===== src/cme_pkg.sv =====
/*
 * Constants for the comparator control and event logic: register offset,
 * field positions, reset value and bus response codes.
 * Assumes a 32-bit AXI4-Lite register bus and one analog comparator.
 */
package cme_pkg;
   localparam logic [3:0]  CME_CTRL_OFFSET  = 4'h0;
   localparam int          CME_ON_BIT       = 15;
   localparam int          CME_DRIVE_BIT    = 14;
   localparam int          CME_INVERT_BIT   = 13;
   localparam int          CME_LIVE_BIT     = 8;
   localparam int          CME_EDGE_HI      = 7;
   localparam int          CME_EDGE_LO      = 6;
   localparam int          CME_POS_BIT      = 4;
   localparam int          CME_NEG_HI       = 1;
   localparam int          CME_NEG_LO       = 0;
   localparam logic [31:0] CME_CTRL_RESET   = 32'h0000_00C3;
   localparam logic [31:0] CME_CTRL_WMASK   = 32'h0000_E0D3;
   localparam logic [1:0]  CME_EDGE_NONE    = 2'h0;
   localparam logic [1:0]  CME_EDGE_RISE    = 2'h1;
   localparam logic [1:0]  CME_EDGE_FALL    = 2'h2;
   localparam logic [1:0]  CME_EDGE_BOTH    = 2'h3;
   localparam logic [1:0]  CME_RESP_OKAY    = 2'h0;
   localparam logic [1:0]  CME_RESP_SLVERR  = 2'h2;
endpackage


===== src/cme_evt_if.sv =====
/*
 * Signals between the control block and its result synchroniser.
 * Assumes both ends run on the same peripheral clock.
 */
`timescale 1ns/1ns
`default_nettype none
interface cme_evt_if;
   logic raw;
   logic enable;
   logic invert;
   logic result;
   logic rise;
   logic fall;
   modport det (input raw, input enable, input invert, output result, output rise, output fall);
   modport ctl (output raw, output enable, output invert, input result, input rise, input fall);
endinterface
`default_nettype wire


===== src/cme_top.sv =====
/*
 * Comparator control register behind an AXI4-Lite slave, input source
 * selects, result pin drive and edge-selected interrupt request.
 * Assumes a master with at most one write and one read outstanding.
 */
// Our own choices: the AXI4-Lite slave port and the register addresses.
`timescale 1ns/1ns
`default_nettype none
module cme_top
   import cme_pkg::*;
#(
   parameter int ADDR_W = 4
)(
   input  wire logic              mclk_i,
   input  wire logic              rst_i,
   input  wire logic              ce_i,
   input  wire logic [ADDR_W-1:0] s_axi_awaddr_i,
   input  wire logic              s_axi_awvalid_i,
   output logic                   s_axi_awready_o,
   input  wire logic [31:0]       s_axi_wdata_i,
   input  wire logic [3:0]        s_axi_wstrb_i,
   input  wire logic              s_axi_wvalid_i,
   output logic                   s_axi_wready_o,
   output logic [1:0]             s_axi_bresp_o,
   output logic                   s_axi_bvalid_o,
   input  wire logic              s_axi_bready_i,
   input  wire logic [ADDR_W-1:0] s_axi_araddr_i,
   input  wire logic              s_axi_arvalid_i,
   output logic                   s_axi_arready_o,
   output logic [31:0]            s_axi_rdata_o,
   output logic [1:0]             s_axi_rresp_o,
   output logic                   s_axi_rvalid_o,
   input  wire logic              s_axi_rready_i,
   input  wire logic              cmp_raw_i,
   output logic                   cmp_enable_o,
   output logic                   positive_input_select_o,
   output logic [1:0]             negative_input_select_o,
   output logic                   result_pin_o,
   output logic                   result_pin_oe_o,
   output logic                   irq_o
);
   //----------------------------------------------------------------
   // Control register
   //----------------------------------------------------------------
   logic [31:0]       ctrl_q;
   logic              aw_got_q;
   logic              w_got_q;
   logic [ADDR_W-1:0] awaddr_q;
   logic [31:0]       wdata_q;
   logic [3:0]        wstrb_q;
   logic [31:0]       bmask;
   logic              do_write;
   logic              wr_hit;
   logic [31:0]       rd_word;

   cme_evt_if evt ();

   assign do_write = aw_got_q & w_got_q & ~s_axi_bvalid_o;
   assign wr_hit   = (awaddr_q[ADDR_W-1:2] == CME_CTRL_OFFSET[ADDR_W-1:2]);
   assign bmask    = {{8{wstrb_q[3]}}, {8{wstrb_q[2]}}, {8{wstrb_q[1]}}, {8{wstrb_q[0]}}};

   // Only writable fields change; each field keeps its value otherwise
   always_ff @(posedge mclk_i) begin
      if (rst_i) begin
         ctrl_q <= CME_CTRL_RESET;
      end else if (ce_i && do_write && wr_hit) begin
         ctrl_q <= (ctrl_q & ~(bmask & CME_CTRL_WMASK))
                 | (wdata_q & bmask & CME_CTRL_WMASK);
      end
   end

   // Live result is spliced in at read time so writes cannot touch it
   always_comb begin
      rd_word = ctrl_q & CME_CTRL_WMASK;
      rd_word[CME_LIVE_BIT] = evt.result;
   end

   //----------------------------------------------------------------
   // AXI4-Lite write path: address and data taken in either order
   //----------------------------------------------------------------
   assign s_axi_awready_o = ~aw_got_q;
   assign s_axi_wready_o  = ~w_got_q;

   always_ff @(posedge mclk_i) begin
      if (rst_i) begin
         aw_got_q <= 1'b0;
         awaddr_q <= '0;
      end else if (ce_i) begin
         if (s_axi_awvalid_i && !aw_got_q) begin
            aw_got_q <= 1'b1;
            awaddr_q <= s_axi_awaddr_i;
         end else if (do_write) begin
            aw_got_q <= 1'b0;
         end
      end
   end

   always_ff @(posedge mclk_i) begin
      if (rst_i) begin
         w_got_q <= 1'b0;
         wdata_q <= '0;
         wstrb_q <= '0;
      end else if (ce_i) begin
         if (s_axi_wvalid_i && !w_got_q) begin
            w_got_q <= 1'b1;
            wdata_q <= s_axi_wdata_i;
            wstrb_q <= s_axi_wstrb_i;
         end else if (do_write) begin
            w_got_q <= 1'b0;
         end
      end
   end

   always_ff @(posedge mclk_i) begin
      if (rst_i) begin
         s_axi_bvalid_o <= 1'b0;
         s_axi_bresp_o  <= CME_RESP_OKAY;
      end else if (ce_i) begin
         if (do_write) begin
            s_axi_bvalid_o <= 1'b1;
            s_axi_bresp_o  <= wr_hit ? CME_RESP_OKAY : CME_RESP_SLVERR;
         end else if (s_axi_bready_i) begin
            s_axi_bvalid_o <= 1'b0;
         end
      end
   end

   //----------------------------------------------------------------
   // AXI4-Lite read path
   //----------------------------------------------------------------
   // Ready is held low while a read answer waits, so one read at a time
   assign s_axi_arready_o = ~s_axi_rvalid_o;

   always_ff @(posedge mclk_i) begin
      if (rst_i) begin
         s_axi_rvalid_o <= 1'b0;
         s_axi_rdata_o  <= '0;
         s_axi_rresp_o  <= CME_RESP_OKAY;
      end else if (ce_i) begin
         if (s_axi_arvalid_i && !s_axi_rvalid_o) begin
            s_axi_rvalid_o <= 1'b1;
            if (s_axi_araddr_i[ADDR_W-1:2] == CME_CTRL_OFFSET[ADDR_W-1:2]) begin
               s_axi_rdata_o <= rd_word;
               s_axi_rresp_o <= CME_RESP_OKAY;
            end else begin
               s_axi_rdata_o <= '0;
               s_axi_rresp_o <= CME_RESP_SLVERR;
            end
         end else if (s_axi_rready_i) begin
            s_axi_rvalid_o <= 1'b0;
         end
      end
   end

   //----------------------------------------------------------------
   // Result conditioning and events
   //----------------------------------------------------------------
   assign evt.raw    = cmp_raw_i;
   assign evt.enable = ctrl_q[CME_ON_BIT];
   assign evt.invert = ctrl_q[CME_INVERT_BIT];

   cme_event_det u_det (
      .mclk_i (mclk_i),
      .rst_i  (rst_i),
      .ce_i   (ce_i),
      .evt    (evt)
   );

   // Changing the invert bit while enabled flips the conditioned level and may itself fire
   always_ff @(posedge mclk_i) begin
      if (rst_i) begin
         irq_o <= 1'b0;
      end else if (ce_i) begin
         case (ctrl_q[CME_EDGE_HI:CME_EDGE_LO])
            CME_EDGE_NONE: irq_o <= 1'b0;
            CME_EDGE_RISE: irq_o <= evt.rise;
            CME_EDGE_FALL: irq_o <= evt.fall;
            CME_EDGE_BOTH: irq_o <= evt.rise | evt.fall;
            default:       irq_o <= 1'b0;
         endcase
      end else begin
         irq_o <= 1'b0;
      end
   end

   always_ff @(posedge mclk_i) begin
      if (rst_i) begin
         cmp_enable_o            <= 1'b0;
         positive_input_select_o <= 1'b0;
         negative_input_select_o <= CME_CTRL_RESET[CME_NEG_HI:CME_NEG_LO];
         result_pin_o            <= 1'b0;
         result_pin_oe_o         <= 1'b0;
      end else if (ce_i) begin
         cmp_enable_o            <= ctrl_q[CME_ON_BIT];
         positive_input_select_o <= ctrl_q[CME_POS_BIT];
         negative_input_select_o <= ctrl_q[CME_NEG_HI:CME_NEG_LO];
         result_pin_o            <= ctrl_q[CME_DRIVE_BIT] & evt.result;
         result_pin_oe_o         <= ctrl_q[CME_DRIVE_BIT];
      end
   end
endmodule
`default_nettype wire


===== src/cme_event_det.sv =====
/*
 * Synchroniser, polarity stage and edge detector for the comparator result.
 * Assumes the raw result is asynchronous to mclk_i.
 */
`timescale 1ns/1ns
`default_nettype none
module cme_event_det
   import cme_pkg::*;
(
   input  wire logic mclk_i,
   input  wire logic rst_i,
   input  wire logic ce_i,
   cme_evt_if.det    evt
);
   logic sync1_q;
   logic sync2_q;
   logic res_q;
   logic prev_q;

   // Two-stage synchroniser; only sync2_q reads sync1_q
   always_ff @(posedge mclk_i) begin
      if (rst_i) begin
         sync1_q <= 1'b0;
         sync2_q <= 1'b0;
      end else if (ce_i) begin
         sync1_q <= evt.raw;
         sync2_q <= sync1_q;
      end
   end

   // A powered-down comparator reads as low rather than floating
   always_ff @(posedge mclk_i) begin
      if (rst_i) begin
         res_q  <= 1'b0;
         prev_q <= 1'b0;
      end else if (ce_i) begin
         res_q  <= evt.enable & (sync2_q ^ evt.invert);
         prev_q <= res_q;
      end
   end

   assign evt.result = res_q;
   assign evt.rise   = res_q & ~prev_q;
   assign evt.fall   = ~res_q & prev_q;
endmodule
`default_nettype wire


===== config.mk =====
export PLATFORM = sky130hd
export DESIGN_NAME = cme_top
export DESIGN_NICKNAME = d
export VERILOG_FILES = /design/src/cme_pkg.sv /design/src/cme_evt_if.sv /design/src/cme_top.sv /design/src/cme_event_det.sv
export SDC_FILE = /design/constraint.sdc
export NUM_CORES = 1
export LEC_CHECK = 0
export ABC_CLOCK_PERIOD_IN_PS = 1700
export BUFFER_PORTS_ARGS = -buffer_cell sky130_fd_sc_hd__clkbuf_2
export CAP_MARGIN = 25
export CORE_ASPECT_RATIO = 1.5
export CORE_MARGIN = 2
export CORE_UTILIZATION = 42
export DETAILED_ROUTE_END_ITERATION = 8
export GPL_TIMING_DRIVEN = 0
export PLACE_DENSITY_LB_ADDON = 0.12
export SYNTH_ARGS = -nofsm -noshare
export SYNTH_HDL_FRONTEND = slang
export SYNTH_SLANG_ARGS = --single-unit

===== constraint.sdc =====
create_clock -name mclk_i -period 1.7 [get_ports mclk_i]
set_clock_uncertainty 0.15 [all_clocks]
set_input_delay 0.255 -clock mclk_i [delete_from_list [all_inputs] [get_ports mclk_i]]
set_output_delay 0.255 -clock mclk_i [all_outputs]
set_load 0.02 [all_outputs]

[Yosys cells after proc, flatten, opt, wreduce, memory -nomap -nowiden]
Index checks and enable logic that the tools add are counted.
Operators by class
  bitwise operators: 19
  multiplexer cells: 11
  equality and inequality tests: 3
  reduce and logical (&&, ||, !) cells: 24
Operators by type and width (number)
  32-bit bitwise AND: 1
  16-bit inverter with 32-bit output: 1
  32-bit by 16-bit OR with 32-bit output: 1
  16-bit bitwise AND: 1
  16-bit two-way mux: 1
  2-bit AND reduction: 8
  2-bit nonzero test: 4
  1-bit two-way mux: 7
  1-bit inverter: 7
  1-bit bitwise AND: 6
  2-bit zero test: 3
  1-bit logical AND: 5
  2-bit == test, second input constant: 2
  2-bit two-way mux: 2
  1-bit case mux with 4 select lines: 1
  1-bit zero test: 3
  2-bit by 1-bit == test with 1-bit output, second input constant: 1
  2-bit OR reduction: 1
  1-bit OR: 1
  1-bit XOR: 1
Word-level totals
  bits of input ports: 53
  output and inout bits: 48
  flip-flop bits (word level): 105

[Logic depth before layout (Yosys ltp)]
  word-level depth: 4
  mapped depth: 5

[Modules after synthesis]
Synthesis repeated with hierarchy kept, for this count alone.
Second synthesis, totals
  cells, all modules: 213
  area total of the unflattened synthesis: 1976.9 um^2
By module, submodules not included
  cme_top: instances 1, area each 1809.2 um^2, cells each 196
  cme_event_det: instances 1, area each 167.7 um^2, cells each 17

[Worst setup path before layout]
No wires, ideal clock.
  kind: reg2reg
  from: reg s_axi_bvalid_o
  to: reg with a tool-made name
  setup slack: 0.275 ns
  cell stages (with the launch flop): 6
  setup time: 0.120 ns
  data arrival time: 1.156 ns
  path through: dfxtp_1 > and4b_1 > buf_6 > and3_4 > buf_6 > mux2i_1
RTL lines
  from (decl): RTL line cme_top.sv:25  | output logic s_axi_bvalid_o,
  from (signal assigned): RTL line cme_top.sv:116  | s_axi_bvalid_o <= 1'b0;
  from (signal assigned): RTL line cme_top.sv:120  | s_axi_bvalid_o <= 1'b1;
  from (signal assigned): RTL line cme_top.sv:123  | s_axi_bvalid_o <= 1'b0;

==> flow_summary_export.csv <==
group,metric,value,unit
outcome,status,"finished clean",
pwr,pwr-share-seq,0.507,
final_layout,n_fill_cell,469,
worst_hold_path,hp-class,"input pin to flip-flop",
flow_run,max-cap-violations,0,
global_route,grt_pass1_vias,1371,
synthesis,synth_area_leaders,"dfxtp_1 46%, mux2i_1 13%, buf_4 9.4%",
clock_tree,cts_hold_buf,0,
pwr,power_frac_comb,0.124,
drt,drc_errors,0,
floorplanning,start_util,0.441,
pwr,leakage,1.21,nW
pwr,p_sw_frac,0.236,
drt,dr.first_iter.drc_count,28,
sta,setup_tns,0,ns
synthesis,async_flop_share,0,
drt,first_pass_iters,4,
synthesis,avgSynthCellArea,9.19,µm²
drt,ant_nets,0,
floorplanning,dieArea,0.00535,mm²
drt,drt-total-wl,3760,µm
global_route,track_usage,0.152,
synthesis,syn_inst,218,
synthesis,syn_area,0.00200,mm²
pwr,clkPwrFrac,0.369,
clock_tree,post-cts-setup-buffers,0,
critical_path,endpoint_kind,"flip-flop",
critical_path,critical_path_arrival,1.48,ns
drt,num_vias,1553,
placed_design,dp_hpwl,2880,µm
synthesis,ys_seq_elements,46,
final_layout,post-route-util,0.552,
placed_design,portBuffers,44,
placed_design,placed_cell_area,0.00239,mm²
floorplanning,die_w,60.4,µm
clock_tree,cts_tree,"built",
clock_tree,clock_latency,0.30,ns
pwr,power_density,883,mW/mm²
sta,fin_crit,1.41,ns
sta,relSlewSlack,0.584,
synthesis,synth_ff_type,"dfxtp_1",
critical_path,crit_required,1.78,ns
final_layout,multiInputGateArea,887,µm²
floorplanning,pin_count,101,
global_route,grt_overflow_total,0,
final_layout,fin_nets,348,
floorplanning,die-height,88.6,µm
final_layout,area_growth,25.1,%
clock_tree,clock-sinks,46,
critical_path,start_kind,"flip-flop",
global_route,grt_pass1_wl,5950,µm
sta,min_period_over_period,0.827,
final_layout,drive_gt1_frac,0.294,
clock_tree,clk_pin_slew,0.08,ns
global_route,antenna_found_initial,0,
global_route,grt_max_degree,14,
synthesis,yosysUniqueCellTypes,26,
clock_tree,ctsRootBufferMaster,"clkbuf_8",
clock_tree,htreeDepth,2,
floorplanning,rows,30,
placed_design,place_congestion,0.735,
synthesis,synth_area_leader_cell,"dfxtp_1",
pwr,switchingPower,522,µW
synthesis,synth_edf_count,0,
sta,rsz0062_at_grt,"no",
drt,via_per_inst,4.35,
pwr,ir_worst_vdd,0.679,mV
drt,routedWlPerCell,10.5,µm
clock_tree,cts_resized,0,
clock_tree,cts_inserted_buffers,5,
critical_path,cp_max_fo,7,
floorplanning,core,0.00454,mm²
final_layout,seqCellArea,921,µm²
sta,slew_violations,0,
clock_tree,clockBufferDepth,2,
synthesis,ys_seq_area_frac,0.460,
sta,final-hold-violation-count,0,
final_layout,antennaDiodeCount,0,
sta,setup_violations,0,
critical_path,critical_path_class,"flip-flop to flip-flop",
synthesis,yosys.area.top_type_share,0.460,
sta,clock.fmax,711,MHz
final_layout,post-route-cell-area,0.00251,mm²
synthesis,yosysWarnings,0,
pwr,p_int,1.69,mW
sta,worst_slew_pin_slew,0.622,ns
[area by class of cell]
class / instances / share of cell area
timing repair buffer: 44 / 0.0879
sequential: 46 / 0.367
multi-input combinational: 153 / 0.354
clock inverter: 1 / 0.0120
buffer: 38 / 0.106
inverter: 5 / 0.00749
tap: 64 / 0.0320
clock buffer: 6 / 0.0330
[worst paths after layout]
check                endpoint  slack (ns)  cells after the start              from
max                 flip-flop        0.29                      5           w_got_q
max reg2reg         flip-flop        0.29                      5           w_got_q
min                wdata_q[4]        0.03                      3  s_axi_wdata_i[4]
min reg2reg  s_axi_rdata_o[0]        0.30                      2  s_axi_rdata_o[0]
[per-stage QoR]
stage,total power [mW],setup slack (ns),hold slack (ns),cells
after floorplan,1.36,0.275,0.249,242
after global placement,1.42,0.0943,0.289,350
after detailed placement,1.42,0.123,0.293,350
after CTS,2.24,0.281,0.0288,357
after global routing,2.30,0.175,0.0506,357
final,2.21,0.294,0.0308,357
[critical path, cell delays in order, from the launching register on]
cell	delay, ns
dfxtp_1	0.37
and4b_1	0.22
buf_6	0.12
and3_4	0.17
buf_6	0.12
mux2i_1	0.18
[routing by layer]
layer | share of wire | GRT usage | vias up
li1 | - | - | 818
met3 | 0.060 | 0.0395 | 6
met5 | 0 | 0 | -
met1 | 0.40 | 0.160 | 687
met4 | 0.021 | 0.0727 | 0
met2 | 0.52 | 0.272 | 42
[logic make-up after synthesis]
group / count (synthesis) / synth area share
mux: 26 / 0.130
flops: 46 / 0.460
buf+inv: 43 / 0.142
other cells: 1 / 0.00187
fa+ha+maj: 2 / 0.0125
xor+xnor: 1 / 0.00437
compound gates: 21 / 0.0600
simple gates: 78 / 0.189
[power groups by stage]
stage | clock, mW | combinational (mW) | sequential, mW
floorplan | 0 | 0.201 | 1.15
global placement | 0 | 0.274 | 1.15
detailed placement | 0 | 0.275 | 1.15
CTS | 0.839 | 0.275 | 1.12
global route | 0.869 | 0.304 | 1.12
finish | 0.817 | 0.274 | 1.12
[Yosys cell counts, types with 4 or more instances]
cell type / count
nand2_1: 12
dfxtp_1: 46
nand3b_1: 4
nor2_1: 32
mux2i_1: 26
nand3_1: 11
buf_2: 6
clkbuf_1: 4
buf_4: 25
inv_1: 5
a21oi_1: 15
nand2b_1: 11
[cell usage in the layout (no fill, tap or decap)]
cell type	netlist	routed
nor2b_1	3	3
ha_1	2	2
a211oi_1	2	2
buf_2	6	6
dfxtp_1	46	46
and4b_1	1	1
nand3b_1	4	4
conb_1	1	25
clkbuf_2	0	44
xor2_1	1	1
inv_1	5	5
nand2_1	12	12
a21oi_1	15	15
and3_4	1	1
nor2_1	32	32
bufinv_16	0	1
and3b_1	1	1
mux2i_1	26	26
buf_6	3	3
clkbuf_8	0	6
a211o_1	2	2
o21ai_0	1	1
buf_4	25	25
nor3_1	1	1
and3_1	1	1
o211ai_1	1	1
nand2b_1	11	11
clkbuf_1	4	4
nand3_1	11	11
(Power assumes the default switching activity.)
